$ cat src/pkg/xlate_regs.vh
// constants for the graphics address translation and buffer checking block
// assumes byte addresses of 32 bits and 4KB pages
`ifndef XLATE_REGS_VH
`define XLATE_REGS_VH
`define PAGE_SHIFT 12
`define PAGE_OFS_W 12
`define QWORD_MASK 32'h0000_0007
`define PAGE_MASK 32'h0000_0fff
`define RING_MAX_BYTES 32'h0020_0000
// table size codes
`define TSZ_64K 2'h0
`define TSZ_128K 2'h1
`define TSZ_256K 2'h2
`define TSZ_512K 2'h3
// entry counts per size (one entry per 4KB page)
`define ENT_64K 20'h04000
`define ENT_128K 20'h08000
`define ENT_256K 20'h10000
`define ENT_512K 20'h20000
// entry layout
`define ENT_VALID_BIT 0
`define ENT_FRAME_HI 31
`define ENT_FRAME_LO 12
// error codes
`define ERR_NONE 3'h0
`define ERR_RANGE 3'h1
`define ERR_INVALID 3'h2
`define ERR_ALIGN 3'h3
`define ERR_SIZE 3'h4
`endif

$ cat src/core/xlate_entry_cache.v
// small last-entry store: remembers the most recent entry of each table
// assumes one lookup result is written at a time
`include "xlate_regs.vh"
module xlate_entry_cache (
    input wire clk,
    input wire rst,
    input wire flush,
    input wire wr_en,
    input wire wr_sel,
    input wire [19:0] wr_idx,
    input wire [31:0] wr_entry,
    input wire rd_sel,
    input wire [19:0] rd_idx,
    output reg hit,
    output reg [31:0] rd_entry
);
    reg [19:0] idx_r [0:1];
    reg [31:0] ent_r [0:1];
    reg vld_r [0:1];
    integer k;
    always @(posedge clk) begin
        if (rst || flush) begin
            for (k = 0; k < 2; k = k + 1) begin
                vld_r[k] <= 1'b0;
                idx_r[k] <= 20'h00000;
                ent_r[k] <= 32'h0000_0000;
            end
            hit <= 1'b0;
            rd_entry <= 32'h0000_0000;
        end else begin
            if (wr_en) begin
                vld_r[wr_sel] <= 1'b1;
                idx_r[wr_sel] <= wr_idx;
                ent_r[wr_sel] <= wr_entry;
            end
            hit <= vld_r[rd_sel] && (idx_r[rd_sel] == rd_idx);
            rd_entry <= ent_r[rd_sel];
        end
    end
endmodule

$ cat src/core/buffer_checker.v
// placement checks for the status page, ring and batch buffers
// checks run every cycle; assumes configuration inputs are steady while the verdicts are used
`include "xlate_regs.vh"
module buffer_checker (
    input wire clk,
    input wire rst,
    input wire [31:0] status_page_address,
    input wire [31:0] ring_start,
    input wire [31:0] ring_length,
    input wire ring_tiled,
    input wire [31:0] batch_start,
    input wire [31:0] batch_end,
    output reg status_ok,
    output reg ring_ok,
    output reg batch_ok,
    output reg [31:0] batch_qwords
);
    function aligned;
        input [31:0] a;
        input [31:0] m;
        begin
            aligned = ((a & m) == 32'h0000_0000);
        end
    endfunction
    always @(posedge clk) begin
        if (rst) begin
            status_ok <= 1'b0;
            ring_ok <= 1'b0;
            batch_ok <= 1'b0;
            batch_qwords <= 32'h0000_0000;
        end else begin
            status_ok <= aligned(status_page_address, `PAGE_MASK);
            ring_ok <= aligned(ring_start, `PAGE_MASK) && !ring_tiled &&
                (ring_length != 32'h0000_0000) &&
                (ring_length <= `RING_MAX_BYTES);
            // end names the last valid qword; full 32-bit span allowed
            batch_ok <= aligned(batch_start, `QWORD_MASK) &&
                aligned(batch_end, `QWORD_MASK) &&
                (batch_end >= batch_start);
            batch_qwords <= ((batch_end - batch_start) >> 3) + 32'h1;
        end
    end
endmodule

$ cat src/core/graphics_xlate.v
// address translation through global and per-process page tables
// assumes a memory read port that returns one 32-bit entry per request
//
// Behaviour
// logical addresses map to physical through 32-bit entries in memory tables
// table fetches are issued as non-snooped reads
// table bases come from their control inputs and must be 4KB aligned
// global table is contiguous and 128KB, 256KB or 512KB
// per-process table may also be 64KB, selected by its control
// software writes global entries only via the table aperture range
// status page is an aligned 4KB page, written as snooped master
// status page location comes from the status page address input
// ring buffers start on 4KB boundaries in untiled memory
// a ring buffer is at most 2MB long
// indirect primitives sit in the same space as vertex buffers
// batch buffers are contiguous streams entered by batch start command
// batch buffer fetches are main memory reads without snooping
// batch start and end are qword aligned; end is last qword
// batch lengths up to the full 4GB span are accepted
// each entry maps one 4KB page; index checked against table size
`include "xlate_regs.vh"
module graphics_xlate (
    input wire CLK_SYS,
    input wire SYS_RST,
    input wire [31:0] GLOBAL_TABLE_CONTROL,
    input wire [31:0] PER_PROCESS_TABLE_CONTROL,
    input wire [1:0] GLOBAL_TABLE_SIZE,
    input wire [1:0] PER_PROCESS_TABLE_SIZE,
    input wire TABLE_FLUSH,
    input wire XL_REQ,
    input wire XL_PER_PROCESS,
    input wire [31:0] XL_ADDR,
    output reg XL_READY,
    output reg XL_DONE,
    output reg [31:0] XL_PHYS,
    output reg [2:0] XL_ERR,
    output reg MEM_RD_REQ,
    output reg [31:0] MEM_RD_ADDR,
    output reg MEM_RD_SNOOP,
    input wire MEM_RD_VALID,
    input wire [31:0] MEM_RD_DATA,
    input wire [31:0] STATUS_PAGE_ADDRESS,
    output reg [31:0] STATUS_WR_BASE,
    output reg STATUS_WR_SNOOP,
    output reg STATUS_PAGE_OK,
    input wire [31:0] RING_START,
    input wire [31:0] RING_LENGTH,
    input wire RING_TILED,
    output reg RING_OK,
    input wire BATCH_START_CMD,
    input wire [31:0] BATCH_START_ADDR,
    input wire [31:0] BATCH_END_ADDR,
    output reg BATCH_OK,
    output reg BATCH_FETCH_SNOOP,
    output reg [31:0] BATCH_QWORDS,
    output reg BATCH_ACTIVE
);
    localparam ST_IDLE = 2'b00;
    localparam ST_LOOK = 2'b01;
    localparam ST_FETCH = 2'b10;
    localparam ST_WAIT = 2'b11;

    // entry count allowed for a size code
    function [19:0] entries;
        input [1:0] code;
        begin
            case (code)
                `TSZ_64K: entries = `ENT_64K;
                `TSZ_128K: entries = `ENT_128K;
                `TSZ_256K: entries = `ENT_256K;
                default: entries = `ENT_512K;
            endcase
        end
    endfunction

    function base_ok;
        input [31:0] b;
        begin
            base_ok = ((b & `PAGE_MASK) == 32'h0000_0000);
        end
    endfunction

    reg [1:0] state_r;
    reg [1:0] state_nxt;
    reg sel_r;
    reg [19:0] idx_r;
    reg [11:0] ofs_r;
    reg ent_wr;
    reg [31:0] ent_wr_data;
    wire cache_hit;
    wire [31:0] cache_entry;
    wire status_ok;
    wire ring_ok;
    wire batch_ok;
    wire [31:0] batch_qwords;
    wire [31:0] cur_base;
    wire [1:0] cur_size;
    wire [19:0] req_idx;
    wire gbl_size_ok;

    assign req_idx = XL_ADDR[31:`PAGE_SHIFT];
    assign cur_base = sel_r ? PER_PROCESS_TABLE_CONTROL : GLOBAL_TABLE_CONTROL;
    assign cur_size = sel_r ? PER_PROCESS_TABLE_SIZE : GLOBAL_TABLE_SIZE;
    // global table has no 64KB size
    assign gbl_size_ok = (GLOBAL_TABLE_SIZE != `TSZ_64K);

    xlate_entry_cache cache (
        .clk(CLK_SYS),
        .rst(SYS_RST),
        .flush(TABLE_FLUSH),
        .wr_en(ent_wr),
        .wr_sel(sel_r),
        .wr_idx(idx_r),
        .wr_entry(ent_wr_data),
        .rd_sel(sel_r),
        .rd_idx(idx_r),
        .hit(cache_hit),
        .rd_entry(cache_entry)
    );

    buffer_checker check (
        .clk(CLK_SYS),
        .rst(SYS_RST),
        .status_page_address(STATUS_PAGE_ADDRESS),
        .ring_start(RING_START),
        .ring_length(RING_LENGTH),
        .ring_tiled(RING_TILED),
        .batch_start(BATCH_START_ADDR),
        .batch_end(BATCH_END_ADDR),
        .status_ok(status_ok),
        .ring_ok(ring_ok),
        .batch_ok(batch_ok),
        .batch_qwords(batch_qwords)
    );

    always @* begin
        state_nxt = state_r;
        case (state_r)
            ST_IDLE: begin
                if (XL_REQ) begin
                    state_nxt = ST_LOOK;
                end
            end
            ST_LOOK: begin
                state_nxt = ST_FETCH;
            end
            ST_FETCH: begin
                state_nxt = ST_WAIT;
            end
            ST_WAIT: begin
                if (MEM_RD_VALID) begin
                    state_nxt = ST_IDLE;
                end
            end
            default: begin
                state_nxt = ST_IDLE;
            end
        endcase
    end

    always @(posedge CLK_SYS) begin
        if (SYS_RST) begin
            state_r <= ST_IDLE;
            sel_r <= 1'b0;
            idx_r <= 20'h00000;
            ofs_r <= 12'h000;
            ent_wr <= 1'b0;
            ent_wr_data <= 32'h0000_0000;
            XL_READY <= 1'b0;
            XL_DONE <= 1'b0;
            XL_PHYS <= 32'h0000_0000;
            XL_ERR <= `ERR_NONE;
            MEM_RD_REQ <= 1'b0;
            MEM_RD_ADDR <= 32'h0000_0000;
            MEM_RD_SNOOP <= 1'b0;
        end else begin
            ent_wr <= 1'b0;
            XL_DONE <= 1'b0;
            MEM_RD_REQ <= 1'b0;
            MEM_RD_SNOOP <= 1'b0;
            XL_READY <= (state_nxt == ST_IDLE);
            case (state_r)
                ST_IDLE: begin
                    if (XL_REQ) begin
                        sel_r <= XL_PER_PROCESS;
                        idx_r <= req_idx;
                        ofs_r <= XL_ADDR[`PAGE_OFS_W-1:0];
                    end
                end
                ST_LOOK: begin
                    if (!base_ok(cur_base) ||
                        (!sel_r && !gbl_size_ok)) begin

                        state_r <= ST_IDLE;
                        XL_DONE <= 1'b1;
                        XL_ERR <= `ERR_SIZE;
                        XL_PHYS <= 32'h0000_0000;
                        XL_READY <= 1'b1;
                    end else if (idx_r >= entries(cur_size)) begin

                        state_r <= ST_IDLE;
                        XL_DONE <= 1'b1;
                        XL_ERR <= `ERR_RANGE;
                        XL_PHYS <= 32'h0000_0000;
                        XL_READY <= 1'b1;
                    end
                end
                ST_FETCH: begin
                    if (cache_hit) begin
                        state_r <= ST_IDLE;
                        XL_DONE <= 1'b1;
                        XL_READY <= 1'b1;
                        XL_ERR <= cache_entry[`ENT_VALID_BIT] ?
                            `ERR_NONE : `ERR_INVALID;
                        XL_PHYS <= {cache_entry[`ENT_FRAME_HI:`ENT_FRAME_LO],
                            ofs_r};
                    end else begin
                        MEM_RD_REQ <= 1'b1;
                        MEM_RD_ADDR <= cur_base + {10'h000, idx_r, 2'b00};
                    end
                end
                ST_WAIT: begin
                    if (MEM_RD_VALID) begin
                        ent_wr <= 1'b1;
                        ent_wr_data <= MEM_RD_DATA;
                        XL_DONE <= 1'b1;
                        XL_ERR <= MEM_RD_DATA[`ENT_VALID_BIT] ?
                            `ERR_NONE : `ERR_INVALID;
                        XL_PHYS <= {MEM_RD_DATA[`ENT_FRAME_HI:`ENT_FRAME_LO],
                            ofs_r};
                    end
                end
                default: begin
                    XL_ERR <= `ERR_NONE;
                end
            endcase
            if (!((state_r == ST_LOOK && (!base_ok(cur_base) ||
                (!sel_r && !gbl_size_ok) ||
                idx_r >= entries(cur_size))) ||
                (state_r == ST_FETCH && cache_hit))) begin
                state_r <= state_nxt;
            end
        end
    end

    always @(posedge CLK_SYS) begin
        if (SYS_RST) begin
            STATUS_WR_BASE <= 32'h0000_0000;
            STATUS_WR_SNOOP <= 1'b0;
            STATUS_PAGE_OK <= 1'b0;
            RING_OK <= 1'b0;
            BATCH_OK <= 1'b0;
            BATCH_FETCH_SNOOP <= 1'b0;
            BATCH_QWORDS <= 32'h0000_0000;
            BATCH_ACTIVE <= 1'b0;
        end else begin
            STATUS_WR_BASE <= STATUS_PAGE_ADDRESS & ~`PAGE_MASK;
            STATUS_WR_SNOOP <= 1'b1;
            STATUS_PAGE_OK <= status_ok;
            RING_OK <= ring_ok;
            BATCH_OK <= batch_ok;
            BATCH_FETCH_SNOOP <= 1'b0;
            BATCH_QWORDS <= batch_qwords;
            // a batch is entered only when its bounds pass the checks
            if (BATCH_START_CMD) begin
                BATCH_ACTIVE <= batch_ok;
            end
        end
    end
endmodule

$ cat config.mk
export PLATFORM = sky130hd
export DESIGN_NAME = graphics_xlate
export DESIGN_NICKNAME = d
export VERILOG_FILES = /design/src/core/xlate_entry_cache.v /design/src/core/buffer_checker.v /design/src/core/graphics_xlate.v
export VERILOG_INCLUDE_DIRS = /design/src /design/src/pkg
export SDC_FILE = /design/constraint.sdc
export NUM_CORES = 1
export LEC_CHECK = 0
export BUFFER_PORTS_ARGS = -buffer_cell sky130_fd_sc_hd__buf_2
export CORE_MARGIN = 10
export CORE_UTILIZATION = 48
export CTS_CLUSTER_SIZE = 14
export DETAILED_ROUTE_END_ITERATION = 16
export PLACE_DENSITY_LB_ADDON = 0.12
export SYNTH_ARGS = -nofsm -noshare
export SYNTH_HDL_FRONTEND = slang
export SYNTH_SLANG_ARGS = --single-unit
$ cat constraint.sdc
create_clock -name CLK_SYS -period 3.8 [get_ports CLK_SYS]
set_input_delay 0.57 -clock CLK_SYS [delete_from_list [all_inputs] [get_ports CLK_SYS]]
set_output_delay 0.57 -clock CLK_SYS [all_outputs]
set_load 0.005 [all_outputs]
==> Yosys cells after proc, flatten, opt, wreduce, memory -nomap -nowiden <==
Memory sizes are Yosys's and may differ from the RTL's. A register that Yosys moved wholly into a read port is not among the register bits.
Index checks and enable logic that the tools add are counted.
{ "classes": {"n_addsub": 3, "n_lt_le_gt_ge": 4, "eq_ne": 12, "mux": 56, "bitwise": 3, "reduce_logical": 38} }
{ "op_table": {"columns": ["op", "n"], "rows": [
  ["two-way mux 32 bit", 6],
  ["zero test 32 bit", 5],
  ["two-way mux 20 bit", 5],
  ["one-hot mux 32 bit (3 select lines)", 1],
  ["one-hot mux 18 bit (3 select lines)", 1],
  ["greater-or-equal comparator 20 bit", 2],
  ["adder 32 x 22 -> 32 bit", 1],
  ["greater-or-equal comparator 32 bit", 1],
  ["<= comparator 32 x 22 -> 1 bit (second input constant)", 1],
  ["nonzero test 32 bit", 1],
  ["OR reduction 32 bit", 1],
  ["subtractor 32 bit", 1],
  ["adder 29 x 1 -> 30 bit (second input constant)", 1],
  ["two-way mux 1 bit", 25],
  ["equality test 20 bit", 1],
  ["OR reduction 20 bit", 1],
  ["two-way mux 2 bit", 9],
  ["two-way mux 3 bit", 4],
  ["logical AND 1 bit", 9],
  ["one-hot mux 3 bit (3 select lines)", 1],
  ["one-hot mux 2 bit (4 select lines)", 1],
  ["equality test 2 bit (second input constant)", 3],
  ["zero test 2 bit", 3],
  ["!= test 3 bit (second input constant)", 2],
  ["other kinds (18)", 30]
]} }
{ "totals": {"regBits": 243, "mem_bits_rw": 106, "wordCells": 144, "n_memories": 3} }
{ "memory_table": {"columns": ["memory", "depth", "width", "read_ports", "rd_clocked_by_memory_dff", "write_ports", "line", "text"], "rows": [
  ["cache.ent_r", 2, 32, 1, 1, 2, "xlate_entry_cache.v:18", "reg [31:0] ent_r [0:1];"],
  ["cache.idx_r", 2, 20, 1, 1, 2, "xlate_entry_cache.v:17", "reg [19:0] idx_r [0:1];"],
  ["cache.vld_r", 2, 1, 1, 1, 2, "xlate_entry_cache.v:19", "reg vld_r [0:1];"]
]} }

==> Logic depth before layout (Yosys ltp) <==
{ "logic_depth": {"word_depth": 12, "depth_mapped": 18, "ltp_nobuf": 18} }

==> Modules after synthesis <==
Synthesis repeated with hierarchy kept, for this count alone.
{ "hier_totals": {"hier_cells": 1905, "area_unflattened_um2": 18092.4} }
{ "modules_own_cells": {"columns": ["module", "n_inst", "cells_per_inst", "area_per_inst_um2"], "rows": [
  ["graphics_xlate", 1, 1033, 8826.0],
  ["xlate_entry_cache", 1, 385, 5504.0],
  ["buffer_checker", 1, 487, 3762.4]
]} }

==> Least setup slack after synthesis <==
Ideal clock, no wire load.
{ "synth_path": {"kind": "flip-flop to flip-flop", "startpoint": "register sel_r", "endpoint": "register XL_PHYS[10]", "setup_time_ps": 70, "arrival_ps": 4014, "t_required_ps": 3730, "path_slack_ps": -285, "path_stages_with_launch": 19, "path_buffers": 6, "synth_period_minus_slack_ps": 4085, "cell_sequence": "dfxtp_1 > buf_1 > clkbuf_1 > clkbuf_1 > buf_1 > mux2_2 > ha_1 > nor4b_1 > nand4_1 > nand2_1 > a21oi_1 > nor2b_1 > o21ai_0 > nand3_1 > o21a_1 > clkbuf_1 > clkbuf_1 > nand3_1 > a21oi_1"} }
{ "synth_between": {"elab_chain_len": 9} }
{ "synth_lines": {"columns": ["item", "line", "text"], "rows": [
  ["start, declared", "graphics_xlate.v:85", "reg sel_r;"],
  ["start signal, assigned", "graphics_xlate.v:164", "sel_r <= 1'b0;"],
  ["start signal, assigned", "graphics_xlate.v:185", "sel_r <= XL_PER_PROCESS;"],
  ["two-way mux 2 bit", "graphics_xlate.v:103", "assign cur_size = sel_r ? PER_PROCESS_TABLE_SIZE : GLOBAL_TABLE_SIZE;"],
  ["equality test 2 bit, or another cell as far along", "graphics_xlate.v:67", "case (code)"],
  ["one-hot mux 18 bit (3 select lines)", "graphics_xlate.v:67", null],
  ["two-way mux 20 bit", "graphics_xlate.v:191", "if (!base_ok(cur_base) ||"],
  ["two-way mux 20 bit", "graphics_xlate.v:182", "case (state_r)"],
  ["two-way mux 20 bit", "graphics_xlate.v:162", "if (SYS_RST) begin"],
  ["greater-or-equal comparator 20 bit", "graphics_xlate.v:199", "end else if (idx_r >= entries(cur_size)) begin"],
  ["!= test 3 bit (no source line)", null, null],
  ["AND reduction 4 bit (no source line)", null, null],
  ["end signal, assigned", "graphics_xlate.v:215", "XL_PHYS <= {cache_entry[`ENT_FRAME_HI:`ENT_FRAME_LO],"],
  ["end signal, assigned", "graphics_xlate.v:229", "XL_PHYS <= {MEM_RD_DATA[`ENT_FRAME_HI:`ENT_FRAME_LO],"],
  ["end, declared", "graphics_xlate.v:35", "output reg [31:0] XL_PHYS,"]
]} }
Several ways; a longest one is shown, not always the timed one. The select of a mux whose other input is x is not followed.
A chain may end at the register's enable or synchronous reset.

==> Final worst setup path <==
{ "layout_path": {"startpoint": "input BATCH_END_ADDR[2]", "endpoint": "register check.batch_qwords[28]"} }
{ "layout_between": {"elab_chain_len": 2} }
{ "layout_lines": {"columns": ["item", "line", "text"], "rows": [
  ["start, declared", "graphics_xlate.v:52", "input wire [31:0] BATCH_END_ADDR,"],
  ["subtractor 32 bit", "buffer_checker.v:40", "batch_qwords <= ((batch_end - batch_start) >> 3) + 32'h1;"],
  ["adder 29 x 1 -> 30 bit", "buffer_checker.v:40", null],
  ["end signal, assigned", "buffer_checker.v:40", null],
  ["end, declared", "buffer_checker.v:16", "output reg [31:0] batch_qwords"]
]} }
Every way passes these cells.

==> impl_metrics.csv <==
group,metric,value,unit
min_path,hp-start,"STATUS_PAGE_ADDRESS[2]",
cells_and_area,finish.instance_area,19700,um^2
sta,slew_headroom,45.5,%
cts,hold_buffers,0,
min_path,min_path_type,"in -> reg",
cts,numCtsBuffers,36,
routing,wl_per_cell,19.5,um
cells_and_area,post-route-util,62.1,%
routing,vias,13400,
setup_path,end_kind,"register",
power,p_comb_share,25.4,%
setup_path,r2r-start,"sel_r$_SDFFE_PP0P_",
power,ir_worst_vdd,329,uV
placed_design,dp.cells,2481,
global_route,grt_pass1_vias,13400,
die,start_util,49.1,%
setup_path,crit_fanout,6,
global_route,grtUsageTotal,23.5,%
power,p_int,6.86,mW
outcome,status,"completed",
logic_synthesis,synthTopCellsByArea,"dfxtp_1, edfxtp_1, ha_1",
logic_synthesis,yosysMostFrequentCell,"dfxtp_1",
placed_design,placed_area,18400,um^2
min_path,holdPathStages,2,
sta,hold_viol,0,
cells_and_area,nets,2451,
logic_synthesis,synth_top_cell_by_area,"dfxtp_1",
cts,cts.path.max_buffers,3,
global_route,grt_start_max_net_pins,128,
setup_path,r2r_setup_slack,0.36,ns
sta,maxSlewViolCount,0,
sta,tightest_slew,0.817,ns
cts,insertion_delay,0.53,ns
power,p_seq_share,40.8,%
routing,postRouteAntennaNets,0,
cells_and_area,syn_to_final_growth,26.4,%
power,p_leak,8.67,nW
cts,clkSinkCount,322,
cts,cts-root-buf,"clkbuf_16",
die,pin_count,441,
die,core,31800,um^2
placed_design,dp_hpwl,37600,um
logic_synthesis,syn_area_per_cell,9.42,um^2
placed_design,gp_congestion,0.973,
logic_synthesis,yosysWarnings,0,
setup_path,critPathLaunchType,"primary input",
cells_and_area,fill_cells,2760,
die,die_area,40100,um^2
power,powerDensity,501,nW/um^2
global_route,grt_first_pass_wirelength,76500,um
logic_synthesis,async_reset_ff_share,0,%
cts,cts_tree,"done",
sta,setup_viol,0,
setup_path,worstPathRequired,4.19,ns
routing,first_pass_iters,5,
setup_path,cp_slowest_cell,"or4_4",
min_path,hold_path_end,"check.status_ok$_SDFF_PP0_",
power,switching_share,30.6,%
routing,drt-total-wl,49700,um
sta,fmax,277,MHz
power,pwr-share-clk,33.8,%
cts,path_clk_slew,0.06,ns
setup_path,worstReg2RegEnd,"MEM_RD_ADDR[30]$_SDFFE_PP0P_",
logic_synthesis,synth_top_cell_area_share,30.8,%
sta,period_share,95.1,%
logic_synthesis,synth-edff-count,82,
setup_path,crit_chain,"buf_6, ha_4, o21ai_4, a21oi_4, nor2_2, xnor2_1, ha_2, nand3b_1, a211oi_2, a211oi_2, nor3_2, nand3_2, nor4_4, buf_4, nand4_1, or4_4, nand4bb_1, xnor2_1, nor2_1",
routing,drtIter0Drc,773,
sta,finalCriticalPeriod,3.61,ns
logic_synthesis,synth_flop_cell,"dfxtp_1",
routing,drc,0,
die,die_height,200,um
placed_design,io_buffer_count,393,
logic_synthesis,synth.top_cells.by_count,"dfxtp_1, nand2_1, nor2_1",
logic_synthesis,synth-seq-cells,322,
routing,viasPerCell,5.27,
logic_synthesis,netlist_instances,1658,
cts,h-tree-depth,2,
logic_synthesis,ys_seq_area_share,46.5,%
cells_and_area,drive_above_1_share,28.7,%
setup_path,arrival,4.01,ns
sta,fin_worst_skew,0.0243,ns
logic_synthesis,synthDistinctLibCells,81,
setup_path,rr_worst_depth,16,
setup_path,path_class,"in -> reg",
sta,setup-tns-final,0,ns
flow_run,drv_cap,0,
global_route,gr-total-overflow,0,
setup_path,slowest_delay,0.58,ns
die,fp.dieW,200,um
global_route,grt_antenna_before_repair,3,
logic_synthesis,synth_area,15600,um^2
power,netSwitchingPower,3.02,mW
die,rows,65,
cells_and_area,finalNonFillerCells,2550,
[final cells by class]
cell class              instances  area [um^2]  area share, %
clock inverters                16          131          0.665
clock buffers                  48         1010           5.10
repair buffers                475         2660           13.4
diodes                          1         2.50         0.0127
well taps                     435          544           2.76
multi-input cells            1190         7900           40.0
inverters                      63          239           1.21
flip-flops and latches        322         7270           36.8
[stage by stage]
| stage | total power, mW | setup WS [ns] | hold WS [ns] |
|---|---|---|---|
| floorplan | 5.62 | 0.0218 | 0.414 |
| global placement | 6.52 | -0.331 | 0.416 |
| detailed placement | 6.56 | -0.452 | 0.424 |
| CTS | 9.92 | 0.0754 | 0.195 |
| global route | 10.4 | -0.0184 | 0.205 |
| finish | 9.89 | 0.186 | 0.212 |
[layout by cell type, fill, tap and decap left out, drive strengths merged, types with 62 or more instances in the layout]
master and instances:
dfxtp 240, ha 62, nor2b 62, a21oi 120, and2 94, nand2 171
inv 65, buf 475, nor2 130, edfxtp 82
[power groups by stage]
stage / registers, mW / clock network [mW] / logic, mW
floorplan: 4.05 / 0 / 1.57
global placement: 4.09 / 0 / 2.43
detailed placement: 4.10 / 0 / 2.46
CTS: 4.03 / 3.41 / 2.48
global route: 4.07 / 3.53 / 2.78
finish: 4.03 / 3.34 / 2.51
[layer usage]
metal | up-vias | part of all wire [%] | routed length (um) | global-route usage, %
met1 | 6324 | 43 | 21300 | 29.5
met2 | 407 | 49 | 24300 | 40.4
li1 | 6634 | - | - | -
met4 | 4 | 2.2 | 1120 | 6.11
met3 | 74 | 6.0 | 3000 | 4.66
met5 | - | 0.028 | 14 | 0
[worst max-delay path: cells and delay by family]
family	cells	cell delay (ns)
AND/OR/NAND/NOR	9	1.84
buffers and inverters	2	0.25
AO/OA/AOI/OAI	4	0.54
XOR/XNOR	2	0.30
adder cells (fa/ha/maj)	2	0.50
[flip-flops by register name, indices dropped and copies added, names as in the netlist, 2 cells and up, named ones only]
name                flops
cache.idx_r            40
cache.vld_r             2
ent_wr_data            21
idx_r                  20
ofs_r                  12
state_r                 2
BATCH_QWORDS           30
MEM_RD_ADDR            32
cache.rd_entry         21
XL_ERR                  3
check.batch_qwords     30
XL_PHYS                32
cache.ent_r            42
STATUS_WR_BASE         20
[how the worst max path moves through the flow]
stage                   startpoint                                end  slack, ns
5_1_grt        BATCH_START_ADDR[2]  check.batch_qwords[28]$_SDFF_PP0_      -0.02
3_5_place_dp   BATCH_START_ADDR[2]  check.batch_qwords[28]$_SDFF_PP0_      -0.45
3_3_place_gp   BATCH_START_ADDR[2]  check.batch_qwords[28]$_SDFF_PP0_      -0.33
2_1_floorplan  BATCH_START_ADDR[1]  check.batch_qwords[20]$_SDFF_PP0_       0.02
4_1_cts        BATCH_START_ADDR[2]  check.batch_qwords[28]$_SDFF_PP0_       0.08
6_report         BATCH_END_ADDR[2]  check.batch_qwords[28]$_SDFF_PP0_       0.19
[cell families after synthesis]
kind of cell | Yosys count | synth area share, %
AND/OR/NAND/NOR | 643 | 20.8
multiplexers | 77 | 5.13
flip-flops | 322 | 46.5
buffers and inverters | 161 | 4.37
adder cells (fa/ha/maj) | 63 | 5.10
XOR/XNOR | 94 | 5.27
other | 1 | 0.0240
AO/OA/AOI/OAI | 297 | 12.7
[timing repair]
action | 4_1_cts | 5_1_grt
gates resized for setup | 0 | 35
setup endpoints to repair | 0 | 8
buffers inserted | 0 | 4
Note: power is estimated with default switching activity, not from simulation.
